===== src/design/rxis_pkg.sv =====
/*
 * Shared constants and types of the receive interrupt mask and summary block.
 * Assumes a byte-wide register file behind a 32-bit Avalon-MM slave.
 */
`default_nettype none
package rxis_pkg;
	// Bus geometry
	localparam int ADDR_W = 10;
	localparam int DATA_W = 32;

	// Register indices, byte address is four times the index
	localparam logic [7:0] IDX_SPARE_LO = 8'h9c;
	localparam logic [7:0] IDX_SPARE_HI = 8'h9d;
	localparam logic [7:0] IDX_SUMMARY  = 8'h9f;
	localparam logic [7:0] IDX_MASK1    = 8'ha0;
	localparam logic [7:0] IDX_MASK2    = 8'ha1;
	localparam logic [7:0] IDX_MASK3    = 8'ha2;
	localparam logic [7:0] IDX_CTRL     = 8'hb0;

	// Reset values
	localparam logic [7:0] RST_MASK  = 8'h00;
	localparam logic [7:0] RST_SPARE = 8'h00;
	localparam logic [7:0] RST_CTRL  = 8'h00;
	localparam logic [7:0] RST_RDATA = 8'h00;

	// Implemented mask bits
	localparam logic [7:0] MASK2_USED    = 8'h0f;
	localparam logic [7:0] MASK3_E1_USED = 8'hbb;

	// Control register fields
	localparam int CTRL_E1_BIT  = 0;
	localparam int CTRL_LEN_LSB = 4;
	localparam int CTRL_LEN_W   = 4;

	// Summary bit positions
	localparam int SUM_G2 = 1;
	localparam int SUM_G6 = 5;
	localparam int SUM_B7 = 7;

	// Spare pattern: lengths up to this use the low byte only
	localparam logic [4:0] SPARE_SPLIT_LEN = 5'd7;
	localparam logic [4:0] SPARE_MAX_LEN   = 5'd16;

	// Latched status groups 1 to 7, one byte each
	typedef struct packed {
		logic [7:1][7:0] grp;
	} rxis_groups_t;

	// Masks of groups 4 to 7, held outside this block
	typedef struct packed {
		logic [7:4][7:0] grp;
	} rxis_ext_mask_t;

	// Bus slave states, one-hot
	typedef enum logic [1:0] {
		BUS_IDLE = 2'b01,
		BUS_ACK  = 2'b10
	} rxis_bus_st_t;

	// Spare comparator state
	typedef struct packed {
		logic [15:0] hist;
		logic [4:0]  fill;
		logic        match;
	} rxis_spare_st_t;
endpackage
`default_nettype wire


===== src/design/rxis_spare_match.sv =====
/*
 * Spare-code comparator over the received bit stream.
 * Assumes one received bit per enable pulse, synchronous to clk_sys_i.
 */
`timescale 1ns/1ns
`default_nettype none
module rxis_spare_match
	import rxis_pkg::*;
(
	// Clock and reset
	input  wire logic       clk_sys_i,
	input  wire logic       reset_n_i,
	// Received stream
	input  wire logic       rx_bit_i,
	input  wire logic       rx_bit_en_i,
	input  wire logic       restart_i,
	// Pattern definition
	input  wire logic [7:0] pattern_lo_i,
	input  wire logic [7:0] pattern_hi_i,
	input  wire logic [3:0] len_code_i,
	// Result
	output logic            match_o
);
	rxis_spare_st_t s_ff;
	rxis_spare_st_t nxt_s;

	// Shift history, compare last len bits to pattern head
	always_comb begin
		logic [4:0]  len;
		logic [15:0] pat;
		logic        ok;
		len = {1'b0, len_code_i} + 5'd1;
		pat = {pattern_lo_i, pattern_hi_i};
		ok = 1'b1;
		nxt_s = s_ff;
		if (len <= SPARE_SPLIT_LEN) begin
			pat[7:0] = 8'h00;
		end
		if (restart_i) begin
			nxt_s.hist = 16'h0000;
			nxt_s.fill = 5'd0;
			nxt_s.match = 1'b0;
		end else if (rx_bit_en_i) begin
			nxt_s.hist = {s_ff.hist[14:0], rx_bit_i};
			if (s_ff.fill < SPARE_MAX_LEN) begin
				nxt_s.fill = s_ff.fill + 5'd1;
			end
			for (int i = 0; i < 16; i++) begin
				if (i < int'(len)) begin
					if (nxt_s.hist[int'(len) - 1 - i] != pat[15 - i]) begin
						ok = 1'b0;
					end
				end
			end
			nxt_s.match = ok && (nxt_s.fill >= len);
		end
	end

	// State register
	always_ff @(posedge clk_sys_i or negedge reset_n_i) begin
		if (!reset_n_i) begin
			s_ff <= '0;
		end else begin
			s_ff <= nxt_s;
		end
	end

	assign match_o = s_ff.match;
endmodule // rxis_spare_match
`default_nettype wire


===== src/design/rxis_top.sv =====
/*
 * Receive interrupt masking and source summary with its Avalon-MM slave.
 * Assumes latched status groups and the masks of groups 4 to 7 come from
 * neighbouring logic on the same clock; all inputs are synchronous.
 */
// Chosen here: the Avalon-MM register port.
//
// Behaviour
// Summary bits 6..0 flag groups 7..1 pending; bit 7 reads zero
// Summary bit clears itself once no unmasked event remains in group
// Masked status bits never reach the summary
// Group 2 summary bit held zero in T1 mode
// Group 6 summary bit reserved, reads zero
// Mask bit zero blocks, one allows; all masks reset to zero
// Mask 1: bits 7..4 alarm clears, bits 3..0 alarm detects
// Mask 2 for E1 events in bits 3..0; bits 7..4 unused
// Mask 3 in T1: clock loss, spare, loop-down, loop-up clear/detect
// Second spare byte ignored for pattern lengths of seven or fewer
// First spare byte bit 7 is first pattern bit, then descending
// Active-low interrupt asserts when an enabled latched event is set
// In E1 mode mask 3 has bits 6 and 2 unused
// Summary is a combinational OR of status AND mask per group
`timescale 1ns/1ns
`default_nettype none
module rxis_top
	import rxis_pkg::*;
(
	// Clock and reset
	input  wire logic              clk_sys_i,
	input  wire logic              reset_n_i,
	// Avalon-MM slave
	input  wire logic [ADDR_W-1:0] avs_address_i,
	input  wire logic              avs_read_i,
	input  wire logic              avs_write_i,
	input  wire logic [DATA_W-1:0] avs_writedata_i,
	input  wire logic [3:0]        avs_byteenable_i,
	output logic      [DATA_W-1:0] avs_readdata_o,
	output logic                   avs_waitrequest_o,
	// Latched status and outside masks
	input  wire rxis_groups_t      status_i,
	input  wire rxis_ext_mask_t    ext_mask_i,
	// Received stream for the spare comparator
	input  wire logic              rx_bit_i,
	input  wire logic              rx_bit_en_i,
	// Results
	output logic                   irq_out_n_o,
	output logic                   spare_code_match_o
);
	// Register state of the block, apart from the spare comparator's own state in u_spare
	typedef struct packed {
		rxis_bus_st_t bus;
		logic         wait_n;
		logic [7:0]   rdata;
		logic [7:0]   mask1;
		logic [7:0]   mask2;
		logic [7:0]   mask3;
		logic [7:0]   spare_lo;
		logic [7:0]   spare_hi;
		logic [7:0]   ctrl;
		logic         irq_n;
		logic         restart;
	} rxis_state_t;

	rxis_state_t     s_ff;
	rxis_state_t     nxt_s;
	logic [7:1][7:0] eff_mask;
	logic [7:1]      pend;
	logic [7:0]      summary;
	logic            e1_mode;
	logic [7:0]      req_idx;
	logic            req_ok;
	logic            spare_match;

	// Any enabled event in one group
	function automatic logic any_enabled(input logic [7:0] stat,
	                                     input logic [7:0] mask);
		any_enabled = |(stat & mask);
	endfunction

	// Register index of a byte address
	function automatic logic [7:0] addr_index(input logic [ADDR_W-1:0] a);
		addr_index = a[ADDR_W-1:2];
	endfunction

	assign e1_mode = s_ff.ctrl[CTRL_E1_BIT];
	assign req_idx = addr_index(avs_address_i);
	assign req_ok  = (avs_address_i[1:0] == 2'b00);

	// Effective masks per group
	always_comb begin
		eff_mask[1] = s_ff.mask1;
		eff_mask[2] = s_ff.mask2 & MASK2_USED;
		if (e1_mode) begin
			eff_mask[3] = s_ff.mask3 & MASK3_E1_USED;
		end else begin
			eff_mask[3] = s_ff.mask3;
		end
		eff_mask[4] = ext_mask_i.grp[4];
		eff_mask[5] = ext_mask_i.grp[5];
		eff_mask[6] = ext_mask_i.grp[6];
		eff_mask[7] = ext_mask_i.grp[7];
	end

	// Pending flag of each group, masked bits drop out
	genvar g;
	generate
		for (g = 1; g <= 7; g++) begin : gen_pend
			assign pend[g] = any_enabled(status_i.grp[g], eff_mask[g]);
		end
	endgenerate

	// Summary follows the group flags, so it clears with them
	always_comb begin
		summary = {1'b0, pend};
		summary[SUM_B7] = 1'b0;
		summary[SUM_G6] = 1'b0;
		if (!e1_mode) begin
			summary[SUM_G2] = 1'b0;
		end
	end

	// Read multiplexer
	function automatic logic [7:0] read_reg(input rxis_state_t st,
	                                        input logic [7:0] idx,
	                                        input logic [7:0] sum);
		case (idx)
			IDX_SPARE_LO: read_reg = st.spare_lo;
			IDX_SPARE_HI: read_reg = st.spare_hi;
			IDX_SUMMARY:  read_reg = sum;
			IDX_MASK1:    read_reg = st.mask1;
			IDX_MASK2:    read_reg = st.mask2;
			IDX_MASK3:    read_reg = st.mask3;
			IDX_CTRL:     read_reg = st.ctrl;
			default:      read_reg = RST_RDATA;
		endcase
	endfunction

	// Bus handshake, register writes and interrupt output
	always_comb begin
		nxt_s = s_ff;
		nxt_s.restart = 1'b0;
		case (s_ff.bus)
			BUS_IDLE: begin
				nxt_s.wait_n = 1'b0;
				if (avs_read_i || avs_write_i) begin
					nxt_s.bus = BUS_ACK;
					nxt_s.wait_n = 1'b1;
					if (avs_read_i && req_ok) begin
						nxt_s.rdata = read_reg(s_ff, req_idx, summary);
					end else begin
						nxt_s.rdata = RST_RDATA;
					end
				end
			end
			BUS_ACK: begin
				// Write lands at the edge the master sees waitrequest low
				nxt_s.bus = BUS_IDLE;
				nxt_s.wait_n = 1'b0;
				if (avs_write_i && req_ok && avs_byteenable_i[0]) begin
					case (req_idx)
						IDX_SPARE_LO: begin
							nxt_s.spare_lo = avs_writedata_i[7:0];
							nxt_s.restart = 1'b1;
						end
						IDX_SPARE_HI: nxt_s.spare_hi = avs_writedata_i[7:0];
						IDX_MASK1:    nxt_s.mask1 = avs_writedata_i[7:0];
						IDX_MASK2:    nxt_s.mask2 = avs_writedata_i[7:0];
						IDX_MASK3:    nxt_s.mask3 = avs_writedata_i[7:0];
						IDX_CTRL:     nxt_s.ctrl = avs_writedata_i[7:0];
						default:      nxt_s.ctrl = s_ff.ctrl;
					endcase
				end
			end
			default: begin
				nxt_s.bus = BUS_IDLE;
				nxt_s.wait_n = 1'b0;
			end
		endcase
		// Active low while any summary bit is set
		nxt_s.irq_n = ~|summary;
	end

	// State register, masks start cleared
	always_ff @(posedge clk_sys_i or negedge reset_n_i) begin
		if (!reset_n_i) begin
			s_ff.bus      <= BUS_IDLE;
			s_ff.wait_n   <= 1'b0;
			s_ff.rdata    <= RST_RDATA;
			s_ff.mask1    <= RST_MASK;
			s_ff.mask2    <= RST_MASK;
			s_ff.mask3    <= RST_MASK;
			s_ff.spare_lo <= RST_SPARE;
			s_ff.spare_hi <= RST_SPARE;
			s_ff.ctrl     <= RST_CTRL;
			s_ff.irq_n    <= 1'b1;
			s_ff.restart  <= 1'b0;
		end else begin
			s_ff <= nxt_s;
		end
	end

	// Spare comparator, T1 only
	rxis_spare_match u_spare (
		.clk_sys_i    (clk_sys_i),
		.reset_n_i    (reset_n_i),
		.rx_bit_i     (rx_bit_i),
		.rx_bit_en_i  (rx_bit_en_i && !e1_mode),
		.restart_i    (s_ff.restart || e1_mode),
		.pattern_lo_i (s_ff.spare_lo),
		.pattern_hi_i (s_ff.spare_hi),
		.len_code_i   (s_ff.ctrl[CTRL_LEN_LSB +: CTRL_LEN_W]),
		.match_o      (spare_match)
	);

	// Outputs straight from flip-flops
	assign avs_readdata_o     = {24'h000000, s_ff.rdata};
	assign avs_waitrequest_o  = ~s_ff.wait_n;
	assign irq_out_n_o        = s_ff.irq_n;
	assign spare_code_match_o = spare_match;
endmodule // rxis_top
`default_nettype wire


===== config.mk =====
export PLATFORM = sky130hd
export DESIGN_NAME = rxis_top
export DESIGN_NICKNAME = d
export VERILOG_FILES = /design/src/design/rxis_pkg.sv /design/src/design/rxis_spare_match.sv /design/src/design/rxis_top.sv
export SDC_FILE = /design/constraint.sdc
export NUM_CORES = 1
export LEC_CHECK = 0
export ABC_AREA = 1
export BUFFER_PORTS_ARGS = -buffer_cell sky130_fd_sc_hd__buf_4
export CAP_MARGIN = 40
export CORE_MARGIN = 8
export CORE_UTILIZATION = 42
export CTS_CLUSTER_DIAMETER = 60
export CTS_CLUSTER_SIZE = 40
export DETAILED_ROUTE_END_ITERATION = 8
export PLACE_DENSITY = 0.69
export SLEW_MARGIN = 15
export SYNTH_ARGS = -nofsm -noshare
export SYNTH_HDL_FRONTEND = slang
export SYNTH_SLANG_ARGS = --single-unit

===== constraint.sdc =====
create_clock -name clk_sys_i -period 3.62 [get_ports clk_sys_i]
set_clock_uncertainty 0.15 [all_clocks]
set_input_delay 1.086 -clock clk_sys_i [delete_from_list [all_inputs] [get_ports clk_sys_i]]
set_output_delay 1.086 -clock clk_sys_i [all_outputs]
set_load 0.005 [all_outputs]

# [Word level (Yosys, flattened, before mapping)]
# Index checks and enable logic that the tools add are counted.
[op_classes] addsub=18 div=0 n_lt_le_gt_ge=35 muxes=103 n_reduce_logical=25 n_eq_ne=26 shift=0 multipliers=0 n_bitwise=7
[op_table] operator="$lt A32 B6 Y1 const B" count=16
[op_table] operator="$sub A32 B5 Y32 const B" count=8
[op_table] operator="$sub A32 B4 Y32 const B" count=4
[op_table] operator="$mux W1" count=76
[op_table] operator="$bmux W1 S4" count=16
[op_table] operator="$sub A32 B3 Y32 const B" count=2
[op_table] operator="$eq A8 B8 Y1 const B" count=7
[op_table] operator="$pmux W8 S7" count=1
[op_table] operator="$reduce_or A8 Y1" count=6
[op_table] operator="$mux W21" count=2
[op_table] operator="$reduce_or A41 Y1" count=1
[op_table] operator="$and A8 B8 Y8" count=5
[op_table] operator="$lt A4 B5 Y1 const A" count=8
[op_table] operator="$sub A32 B2 Y32 const B" count=1
[op_table] operator="$lt A3 B5 Y1 const A" count=4
[op_table] operator="$reduce_and A3 Y1" count=6
[op_table] operator="$mux W8" count=2
[op_table] operator="$ne A1 B1 Y1" count=16
[op_table] operator="$mux W5" count=3
[op_table] operator="$mux W11" count=1
[op_table] operator="$lt A1 B5 Y1 const A" count=2
[op_table] operator="$lt A2 B5 Y1 const A" count=2
[op_table] operator="$and A8 B4 Y8" count=1
[op_table] operator="$mux W7" count=1
[op_table] operator="other kinds (17)" count=23
[totals] out_inout_bits=35 mem_bits_ro=0 elab_cells=228 latchBits=0 ram_bits=0 inputBits=140 n_memories=0 ff_bits=82

# [Depth between registers and ports, before layout]
# Gate-level depths: netlist (run 1).
[depth] ltp_word=49 depth_mapped=20 mapped_depth_nobuf=18

# [Cells and area by module]
# From an unflattened synthesis (run 1), not the netlist that was laid out.
[unflattened] hier_cells=1018 hier_area_um2=6376.1
[modules_own_cells] mod="rxis_top" area_each_um2=3473.3 cells_per_inst=487 seq_area_each_um2=1529.0 instances=1
[modules_own_cells] mod="rxis_spare_match" area_each_um2=2902.8 cells_per_inst=531 seq_area_each_um2=525.5 instances=1

# [Least setup slack after synthesis (run 1)]
# OpenSTA, ideal clock, no wires.
[synth_timing] path_type="register to register" start="reg s_ff[6] (netlist bit)" end="reg u_spare.s_ff, in the netlist u_spare.match_o" t_arrival_ns=2.454 period_less_slack_ns=2.679 slack_ns=0.941 stages_incl_launch_ff=21 t_required_ns=3.395 n_path_buf=3 path_cell_list="dfrtp_1 -> inv_2 -> buf_6 -> buf_2 -> ha_1 -> inv_2 -> nand2_2 -> inv_2 -> nand2_2 -> nand2_2 -> nand2_2 -> buf_6 -> nand2_1 -> nand3_1 -> nand2_1 -> nand2_1 -> nand3_1 -> nand2_1 -> nor2_1 -> nand3_1 -> o21bai_2"
[synth_via] elab_chain_cells=49 word_cells_on_any_way=143 classes_between="17 x add/sub; 18 x order compare; 16 x eq/ne; 91 x mux; 1 x reduce/logical"
[synth_lines] item="start, declared" line="rxis_top.sv:64" source="rxis_state_t s_ff;"
[synth_lines] item="start signal, assigned" line="rxis_top.sv:198" source="s_ff <= nxt_s;"
[synth_lines] item="$add A4 B1 Y5 *" line="rxis_spare_match.sv:32" source="len = {1'b0, len_code_i} + 5'd1;"
[synth_lines] item="branches (longest 45 deep; another with $sub A32 B2 Y32)"
[synth_lines] item="$logic_and A1 B1 Y1 *" line="rxis_spare_match.sv:55" source="nxt_s.match = ok && (nxt_s.fill >= len);"
[synth_lines] item="$mux W21 *" line="rxis_spare_match.sv:43" source="end else if (rx_bit_en_i) begin"
[synth_lines] item="$mux W21 *" line="rxis_spare_match.sv:39" source="if (restart_i) begin"
[synth_lines] item="end signal, assigned" line="rxis_spare_match.sv:64" source="s_ff <= nxt_s;"
[synth_lines] item="end, declared" line="rxis_spare_match.sv:24" source="rxis_spare_st_t s_ff;"
# Mark *: on every way between the ends. The select of a mux whose other input is x is not followed.
# A chain may end at the register's enable or synchronous reset.

# [Worst setup path after layout (run 1)]
[layout_timing] start="reg s_ff[7] (netlist bit)" end="reg u_spare.s_ff, in the netlist u_spare.match_o"
# The elaborated chain is that of the path after synthesis.

==> out/results.ini, run 1 <==
[setup_path]
cp_max_fo = 15
arrival_ns = 3.20
crit_path_start_kind = register
cp_slowest_stage_delay_ns = 0.48
crit_path_end_kind = register
crit_type = register to register
crit_top_cell = nand2_1
worst-path-buf-inv = 3
cp_cell_sequence = inv_1 > ha_1 > inv_2 > nand2_2 > inv_2 > nand2_2 > nand2_4 > nand2_2 > nand2_1 > nand3_1 > nand2_1 > nand2_1 > nand3_1 > nand2_1 > nor2_1 > nand3_1 > o21bai_2
crit_required_ns = 3.75
critPathSlowestCell = dfrtp_1
cpLargestDelayFamily = simple AND/OR/NAND/NOR gates

[drt]
postRouteAntennaNets = 0
route.met2.wl_um = 8810
firstDrtPassIters = 5
drt-initial-drc-count = 519
avgRoutedWirePerCell_um = 15.4
wl_met1_um = 8380
met3_length_um = 1120
routed_via_density = 5.21
wirelength_um = 18700
num_vias = 6305
top_layer_used = met4
drc_errors = 0

[floorplan]
io_pins = 175
die-width_um = 137
core_area_um2 = 14500
initial_core_util = 0.427
rows = 44
die_y_um = 137
dieArea_um2 = 18900

[layout]
syn2layout_area_growth_pct = 17.4
fin_util = 0.502
final_cell_mix = nand2_1, buf_4, nand3_1
diodes = 0
seq_area_um2 = 2050
drive_gt1_frac = 0.183
fill_cells = 1453
final_common_cell = nand2_1
multi_input_area_um2 = 3450
nets = 1170

[clock_network]
ctsLongestPathBuffers = 2
cts_hold_buf = 0
clock-root-buffer = clkbuf_16
cts_tree = done
cts_resized = 0
cts_buffers = 9
path_clk_slew_ns = 0.07
clock_sink_count = 82
htree_levels = 3
clk_latency_ns = 0.35
postCtsSetupBuffers = 0

[grt]
grt_antenna_before_repair = 0
grt_max_degree = 47
grtUsageTotal = 0.197
grt_pass1_vias = 5738
grt_remaining_overflow = 0
grt_pass1_wl_um = 29400

[yosys]
synth_simple_gate_area_frac = 0.398
synth.area.mux_share = 0
syn_avg_cell_area_um2 = 6.66
synth_xor_area_frac = 0.00424
synthAdderAreaFrac = 0.0162
synth_top_family_by_area = simple AND/OR/NAND/NOR gates
synth_flop_cell = dfrtp_1
yosysWarnings = 0
yosysSeqAreaShare = 0.332
synth.ff_latch_count = 82
synth_compound_area_frac = 0.124
synthArstFlopShare = 1.00
syn_inst = 929
synth_edf_count = 0
synth_cell_types = 43
synthesis.area_um2 = 6190

[timing]
fin_crit_ns = 3.07
setup_viol = 0
fin_crit_sh = 0.849
fin_tns_setup_ns = 0
finalHoldViolCount = 0
max_freq_mhz = 325
tightest_slew_ns = 0.702
slew-limit-headroom = 0.531
finalWorstSetupSlack_ns = 0.547
drv_slew = 0
rsz0062_at_grt = false

[placement]
hpwl_um = 14800
numPortBuffers = 103
routabilityCongestion = 0.912
place_ws_ns = 0.518

[power_and_ir_drop]
power_mw = 2.57
vdd_drop_max_v = 0.000279
powerDensity_nw_per_um2 = 353
p_leak_nw = 3.84

[hold_path]
hp-class = register to register

[job]
drv_cap = 0

[outcome]
status = complete, no violations

-- final cells by class --
type / instances / share of cell area
clock buffers: 10 / 0.0329
inverters: 96 / 0.0503
flip-flops and latches: 82 / 0.283
repair buffers: 117 / 0.121
well taps: 184 / 0.0317
multi-input cells: 716 / 0.474
clock inverters: 6 / 0.00740
-- state kept, by name, summed over array words and instances, names as in the netlist --
register,flops
irq_out_n_o,1
u_spare.s_ff,20
e1_mode,1
avs_readdata_o,8
eff_mask,12
s_ff,39
u_spare.match_o,1
-- cells in the mapped netlist (7+ instances only) --
| library cell | number | share of area |
|---|---|---|
| buf_4 | 34 | 0.041 |
| a22o_1 | 14 | 0.020 |
| inv_1 | 88 | 0.053 |
| nor3_1 | 9 | 0.0073 |
| nand4_1 | 12 | 0.012 |
| dfrtp_1 | 80 | 0.32 |
| o21ai_0 | 63 | 0.051 |
| nand2_2 | 36 | 0.036 |
| o22ai_1 | 18 | 0.018 |
| nor2_1 | 25 | 0.015 |
| nand2_1 | 348 | 0.21 |
| clkbuf_1 | 12 | 0.0073 |
| a221oi_1 | 7 | 0.0099 |
| buf_6 | 8 | 0.015 |
| nand3_1 | 107 | 0.087 |
| ha_1 | 8 | 0.016 |
-- stage by stage --
step                std cells  hold slack, ns  cell area [µm²]
finish                   1211           0.334             7270
detailed placement       1195           0.326             6970
global route             1211           0.345             7270
floorplan                 952           0.300             6280
CTS                      1211           0.341             7270
global placement         1195           0.315             6970
-- worst min-delay path: stages (launching register included) --
cell     delay, ns
dfrtp_1       0.35
nand2_1       0.05
nand2_1       0.05
-- where the power goes --
group          total, mW  switching (mW)  leakage [nW]  internal (mW)
registers           1.03          0.0435          1.11          0.987
logic              0.609           0.353          2.58          0.255
clock network      0.929           0.429         0.142          0.499
total               2.57           0.826          3.84           1.74
-- worst paths after layout --
check / start / end / slack (ns) / cells after the start
min in group asynchronous: reset_n_i / u_spare.s_ff[3] / 0.58 / 1
max reg2reg: s_ff[7] / u_spare.match_o / 0.55 / 17
max: s_ff[7] / u_spare.match_o / 0.55 / 17
min: avs_readdata_o[7] / avs_readdata_o[7] / 0.33 / 2
max in group asynchronous: reset_n_i / eff_mask[2] / 2.06 / 2
min reg2reg: avs_readdata_o[7] / avs_readdata_o[7] / 0.33 / 2
-- logic make-up (layout without fill, tap and decap cells) --
kind of cell	Yosys count	after routing
AOI/OAI and AO/OA	124	124
adders and majority gates	8	8
xor gates and xnor gates	3	3
and+or+nand+nor	557	557
buffers and inverters	154	229
DFF	82	82
other	1	24
-- metal layers --
metal	global-route usage	vias to the layer above
met5	0	-
met4	0.0604	0
met3	0.0427	27
met2	0.305	199
met1	0.269	2901
li1	-	3178
Note: power is estimated with default switching activity, not from simulation.
==> run 2, diff against run 1 <==
==> constraint.sdc (replaced) <==
create_clock -name clk_sys_i -period 3.1 [get_ports clk_sys_i]
set_clock_uncertainty 0.15 [all_clocks]
set_input_delay 0.93 -clock clk_sys_i [delete_from_list [all_inputs] [get_ports clk_sys_i]]
set_output_delay 0.93 -clock clk_sys_i [all_outputs]
set_load 0.005 [all_outputs]
==> run 2 against run 1 <==
  * Final cell count grew 0.17%
  * Sequential share of layout area shrank 0.20 points
  * Via count shrank 0.35%
  * Fmax grew 11%
  * Highest routed layer unchanged
==> out/results.ini, run 2 (synthesis results as in run 1) <==
[drt]
drt-initial-drc-count = 496  ; was 519
wirelength_um = 18700  ; about the same
routed_via_density = 5.18  ; was 5.21
avgRoutedWirePerCell_um = 15.4  ; about the same
firstDrtPassIters = 5  ; unchanged
drc_errors = 0  ; unchanged
postRouteAntennaNets = 0  ; unchanged
num_vias = 6283  ; was 6305

[timing]
max_freq_mhz = 361  ; was 325 MHz
drv_slew = 0  ; unchanged
fin_tns_setup_ns = 0  ; unchanged
setup_viol = 0  ; unchanged
fin_crit_ns = 2.77  ; was 3.07 ns
fin_crit_sh = 0.893  ; was 0.849
rsz0062_at_grt = false  ; unchanged
slew-limit-headroom = 0.534  ; was 0.531
tightest_slew_ns = 0.696  ; was 0.702 ns
finalHoldViolCount = 0  ; unchanged

[layout]
drive_gt1_frac = 0.185  ; was 0.183
top_register = s_ff  ; unchanged
syn2layout_area_growth_pct = 18.3  ; was 17.4%
fill_cells = 1458  ; was 1453
final_cells = 1213  ; was 1211
fin_util = 0.506  ; was 0.502
multi_input_area_um2 = 3450  ; unchanged
seq_area_um2 = 2050  ; unchanged
largest_reg_flops = 39  ; unchanged
diodes = 0  ; unchanged
nets = 1173  ; was 1170
final_cell_mix = nand2_1, buf_4, nand3_1  ; unchanged
final_common_cell = nand2_1  ; unchanged

[placement]
numPortBuffers = 103  ; unchanged
hpwl_um = 14800  ; about the same
routabilityCongestion = 0.936  ; was 0.912
dp_cells = 1198  ; was 1195

[clock_network]
path_clk_slew_ns = 0.07  ; about the same
clock_sink_count = 82  ; unchanged
cts_tree = done  ; unchanged
cts_hold_buf = 0  ; unchanged
clk_latency_ns = 0.35  ; about the same
clock-root-buffer = clkbuf_16  ; unchanged
htree_levels = 3  ; unchanged
ctsLongestPathBuffers = 2  ; unchanged
cts_resized = 0  ; unchanged
cts_buffers = 9  ; unchanged
postCtsSetupBuffers = 0  ; unchanged

[grt]
grtUsageTotal = 0.196  ; was 0.197
grt_remaining_overflow = 0  ; unchanged
grt_antenna_before_repair = 0  ; unchanged
grt_pass1_wl_um = 29000  ; was 29400 µm
grt_max_degree = 41  ; was 47
grt_pass1_vias = 5709  ; was 5738

[setup_path]
crit_required_ns = 3.23  ; was 3.75 ns
crit_type = register to register  ; unchanged
cp_max_fo = 13  ; was 15
arrival_ns = 2.90  ; was 3.20 ns
crit_path_start_kind = register  ; unchanged
crit_path_end_kind = register  ; unchanged

[outcome]
status = complete, no violations  ; unchanged

[power_and_ir_drop]
vdd_drop_max_v = 0.000321  ; was 0.000279 V
powerDensity_nw_per_um2 = 426  ; was 353 nW/µm²
p_leak_nw = 3.87  ; was 3.84 nW

[floorplan]
die_y_um = 137  ; unchanged
rows = 44  ; unchanged
io_pins = 175  ; unchanged
dieArea_um2 = 18900  ; unchanged
core_area_um2 = 14500  ; unchanged
die-width_um = 137  ; unchanged
initial_core_util = 0.427  ; unchanged

[hold_path]
hp-class = register to register  ; unchanged

[job]
drv_cap = 0  ; unchanged

## run 2: changes by cell type in the layout (fill, tap and decap cells not counted), sizes merged
cell / delta
clkinvlp: -1
inv: -1
bufinv: +2
clkbuf: -1
buf: +3
## run 2: power by group
| group | switching, mW | internal (mW) |
|---|---|---|
| clock | 0.492 | 0.716 |
| sequential | 0.0525 | 1.15 |
| combinational | 0.405 | 0.298 |
## run 2: cell type report
cell class / instances / share of cell area
inverter: 96 / 0.0499
timing repair buffer: 120 / 0.123
sequential: 82 / 0.281
tap: 184 / 0.0315
multi-input combinational: 716 / 0.471
clock inverter: 6 / 0.0133
clock buffer: 9 / 0.0308
## run 2: layer usage
| metal | up-vias | share of wire | track usage |
|---|---|---|---|
| met5 | - | 0 | 0 |
| met4 | 0 | 0.030 | 0.0905 |
| met3 | 41 | 0.052 | 0.0277 |
| met2 | 175 | 0.47 | 0.301 |
| met1 | 2886 | 0.45 | 0.267 |
| li1 | 3181 | - | - |
## run 2: worst max-delay path, stage by stage (launching register included)
cell,delay (ns)
dfrtp_1,0.37
inv_1,0.14
ha_1,0.31
buf_4,0.18
nand2_2,0.09
nand2_2,0.18
nand2_1,0.13
nand2_1,0.07
o21ai_1,0.27
nand2_1,0.12
nand3b_1,0.10
nand2_1,0.06
o21ai_0,0.06
nand2_1,0.08
nor2_1,0.09
nand3_1,0.16
o21bai_2,0.14
## run 2: worst paths after layout
path,end,cells past startpoint,startpoint,slack [ns]
min in group asynchronous,s_ff[22],1,reset_n_i,0.40
setup reg to reg,u_spare.match_o,16,s_ff[7],0.33
max in group asynchronous,s_ff[26],2,reset_n_i,1.73
hold reg to reg,avs_readdata_o[2],2,avs_readdata_o[2],0.33
setup / recovery,u_spare.match_o,16,s_ff[7],0.33
hold / removal,avs_readdata_o[2],2,avs_readdata_o[2],0.33
## run 2: metrics by stage
| step | power (mW) | hold WS, ns | instance area [µm²] | setup WS, ns |
|---|---|---|---|---|
| finish | 3.12 | 0.331 | 7320 | 0.332 |
| global route | 3.28 | 0.357 | 7320 | 0.124 |
| CTS | 3.14 | 0.335 | 7320 | 0.344 |
| detailed placement | 1.92 | 0.317 | 7000 | 0.182 |
| global placement | 1.91 | 0.316 | 7000 | 0.207 |
| floorplan | 1.68 | 0.300 | 6280 | 0.421 |
==> run 3, diff against run 2 <==
--- a/config.mk
+++ b/config.mk
@@ -13,8 +13,9 @@
 export CTS_CLUSTER_DIAMETER = 60
 export CTS_CLUSTER_SIZE = 40
 export DETAILED_ROUTE_END_ITERATION = 8
-export PLACE_DENSITY = 0.69
+export PLACE_DENSITY = 0.68
 export SLEW_MARGIN = 15
 export SYNTH_ARGS = -nofsm -noshare
 export SYNTH_HDL_FRONTEND = slang
+export SYNTH_HIERARCHICAL = 1
 export SYNTH_SLANG_ARGS = --single-unit
==> run 3 against run 2 <==
  * Sequential share of layout area is 0.60 points lower
  * Clock power fell by 9.9%
  * Critical path depth grew 3
  * Fmax fell by 2.3%
  * Sequential power about the same
  * Total power is 3.4% lower
  * Die area up 2.7%
  * Via count grew 5.9%
  * Final cell count rose by 7.3%
  * Wire length rose by 2.9%
==> out/results.ini, run 3 <==
[outcome]
status = complete, no violations  ; unchanged

[setup_path]
crit_path_end_kind = register  ; unchanged
crit_type = register to register  ; unchanged
arrival_ns = 2.97  ; was 2.90 ns
critPathSlowestCell = dfrtp_1  ; unchanged
cp_cell_sequence = inv_2 > ha_2 > inv_2 > nand2_1 > nand2_4 > nand2_1 > nand2_1 > nand2_1 > nand2_1 > nand3_1 > nand3_1 > nand2_1 > nand2_1 > nand2_1 > nor2_1 > nand2_1 > nor2_1 > nand2_1 > nand2_1  ; was inv_1 > ha_1 > buf_4 > nand2_2 > nand2_2 > nand2_1 > nand2_1 > o21ai_1 > nand2_1 > nand3b_1 > nand2_1 > o21ai_0 > nand2_1 > nor2_1 > nand3_1 > o21bai_2
r2r_end = u_spare/match_o  ; was u_spare.match_o
crit_path_start_kind = register  ; unchanged
cp_slowest_stage_delay_ns = 0.40  ; was 0.37 ns
r2r-start = s_ff[6]  ; was s_ff[7]
crit_required_ns = 3.23  ; about the same
rr_worst_depth = 19  ; was 16
crit_top_cell = nand2_1  ; unchanged
cp_max_fo = 12  ; was 13
reg2reg_slack_ns = 0.27  ; was 0.33 ns

[timing]
rsz0062_at_grt = false  ; unchanged
setup_viol = 0  ; unchanged
finalHoldViolCount = 0  ; unchanged
fin_tns_setup_ns = 0  ; unchanged
fin_crit_ns = 2.83  ; was 2.77 ns
drv_slew = 0  ; unchanged
finalWorstSetupSlack_ns = 0.266  ; was 0.332 ns
fin_crit_sh = 0.914  ; was 0.893
tightest_slew_ns = 0.520  ; was 0.696 ns
max_freq_mhz = 353  ; was 361 MHz
slew-limit-headroom = 0.652  ; was 0.534

[floorplan]
core_area_um2 = 15000  ; was 14500 µm²
die_y_um = 139  ; was 137 µm
io_pins = 175  ; unchanged
dieArea_um2 = 19400  ; was 18900 µm²
rows = 45  ; was 44
die-width_um = 139  ; was 137 µm
initial_core_util = 0.424  ; was 0.427

[yosys]
synth_edf_count = 0  ; unchanged
yosysTopAreaCell = dfrtp_1  ; unchanged
synth_simple_gate_area_frac = 0.457  ; was 0.398
synth_top_family_by_area = simple AND/OR/NAND/NOR gates  ; unchanged
synth.ff_latch_count = 82  ; unchanged
yosysMostFrequentCell = nand2_1  ; unchanged
synth_cell_types = 39  ; was 43
synthArstFlopShare = 1.00  ; unchanged
synthAdderAreaFrac = 0.0157  ; was 0.0162
yosysWarnings = 6  ; was 0
syn_inst = 1018  ; was 929
synth_flop_cell = dfrtp_1  ; unchanged
ys_top_cells_by_area = dfrtp_1, nand2_1, nand3_1  ; unchanged
synthesis.area_um2 = 6380  ; was 6190 µm²
syn_avg_cell_area_um2 = 6.26  ; was 6.66 µm²
synth_common_cells = nand2_1, nand3_1, dfrtp_1  ; was nand2_1, nand3_1, inv_1
synth_xor_area_frac = 0.00530  ; was 0.00424
synth.area.mux_share = 0.00157  ; was 0
yosysSeqAreaShare = 0.322  ; was 0.332
synth_compound_area_frac = 0.0803  ; was 0.124
synth.top_cell.area_share = 0.314  ; was 0.323

[power_and_ir_drop]
p_leak_nw = 4.10  ; was 3.87 nW
vdd_drop_max_v = 0.000477  ; was 0.000321 V
powerDensity_nw_per_um2 = 402  ; was 426 nW/µm²

[drt]
firstDrtPassIters = 5  ; unchanged
routed_via_density = 5.11  ; was 5.18
wirelength_um = 19200  ; was 18700 µm
postRouteAntennaNets = 0  ; unchanged
drt-initial-drc-count = 616  ; was 496
drc_errors = 0  ; unchanged
num_vias = 6653  ; was 6283
avgRoutedWirePerCell_um = 14.8  ; was 15.4 µm

[hold_path]
whs_endpoint = avs_readdata_o[1]  ; was avs_readdata_o[2]
min_path_cells = 2  ; unchanged
hp-class = register to register  ; unchanged
hold_start = avs_readdata_o[1]  ; was avs_readdata_o[2]

[clock_network]
htree_levels = 3  ; unchanged
clk_latency_ns = 0.35  ; about the same
path_clk_slew_ns = 0.06  ; was 0.07 ns
postCtsSetupBuffers = 0  ; unchanged
clock-root-buffer = clkbuf_16  ; unchanged
cts_resized = 0  ; unchanged
clock_sink_count = 82  ; unchanged
cts_buffers = 9  ; unchanged
cts_tree = done  ; unchanged
ctsLongestPathBuffers = 2  ; unchanged
cts_hold_buf = 0  ; unchanged

[job]
drv_cap = 0  ; unchanged

[layout]
final_cell_mix = nand2_1, nand3_1, buf_4  ; was nand2_1, buf_4, nand3_1
diodes = 0  ; unchanged
top_register = s_ff  ; unchanged
drive_gt1_frac = 0.157  ; was 0.185
syn2layout_area_growth_pct = 17.3  ; was 18.3%
nets = 1257  ; was 1173
largest_reg_flops = 39  ; unchanged
final_common_cell = nand2_1  ; unchanged

[placement]
routabilityCongestion = 0.908  ; was 0.936
numPortBuffers = 103  ; unchanged
place_ws_ns = 0.199  ; was 0.182 ns
hpwl_um = 14900  ; was 14800 µm

[grt]
grt_pass1_vias = 6303  ; was 5709
grt_antenna_before_repair = 0  ; unchanged
grt_remaining_overflow = 0  ; unchanged
grt_pass1_wl_um = 31700  ; was 29000 µm
grtUsageTotal = 0.201  ; was 0.196
grt_max_degree = 44  ; was 41

run 3: changes by cell type after synthesis, sizes merged, moves of 7 or more:
cell,before,now
nand2,389,461
nand3,109,150
nor2,27,53
inv,94,79
a22o,14,0
buf,46,59
clkbuf,12,4
a221oi,7,0
nand4,13,6
run 3: how the worst max path moves through the flow:
| stage | start | to | slack (ns) | cells past startpoint |
|---|---|---|---|---|
| global placement | s_ff[6] | u_spare/match_o | 0.19 | 19 |
| CTS | s_ff[6] | u_spare/match_o | 0.17 | 19 |
| global route | s_ff[6] | u_spare/match_o | 0.02 | 18 |
| finish | s_ff[6] | u_spare/match_o | 0.27 | 19 |
| floorplan | s_ff[6] | u_spare/match_o | 0.37 | 19 |
| detailed placement | s_ff[6] | u_spare/match_o | 0.20 | 19 |
run 3: area by class of cell:
| cell class | instances | area (µm²) |
|---|---|---|
| inverters | 80 | 300 |
| fillers | 1554 | 7550 |
| clock buffers | 11 | 243 |
| repair buffers | 120 | 913 |
| well taps | 188 | 235 |
| multi-input cells | 816 | 3680 |
| flip-flops and latches | 82 | 2050 |
| clock inverters | 4 | 51.3 |
run 3: logic make-up after synthesis:
group / Yosys count
compound gates: 95
xor+xnor: 3
fa+ha+maj: 8
buf+inv: 143
flops: 82
mux: 1
other cells: 1
simple gates: 685
run 3: power breakdown:
group | switching [mW] | internal [mW]
Sequential | 0.0539 | 1.15
Clock | 0.442 | 0.643
Combinational | 0.431 | 0.287
run 3: worst max-delay path, delay by kind of cell (launching register included):
family,cells,cell delay [ns]
flip-flops,1,0.40
buffers and inverters,2,0.21
AND/OR/NAND/NOR,16,1.66
adder cells (fa/ha/maj),1,0.34
run 3: metrics by stage:
step	utilization	hold WS [ns]	total power, mW	std cells	cell area (µm²)
after CTS	0.496	0.338	3.03	1301	7460
after global routing	0.498	0.353	3.21	1301	7480
after global placement	0.476	0.317	1.92	1286	7160
after floorplan	-	0.300	1.68	1041	6460
after detailed placement	0.476	0.321	1.94	1286	7160
final	0.498	0.338	3.01	1301	7480
run 3: routing by layer:
| metal | global-route usage | routed length, µm |
|---|---|---|
| met5 | 0 | 0 |
| met4 | 0.0520 | 247 |
| met3 | 0.0438 | 1150 |
| met2 | 0.320 | 8750 |
| met1 | 0.272 | 9050 |
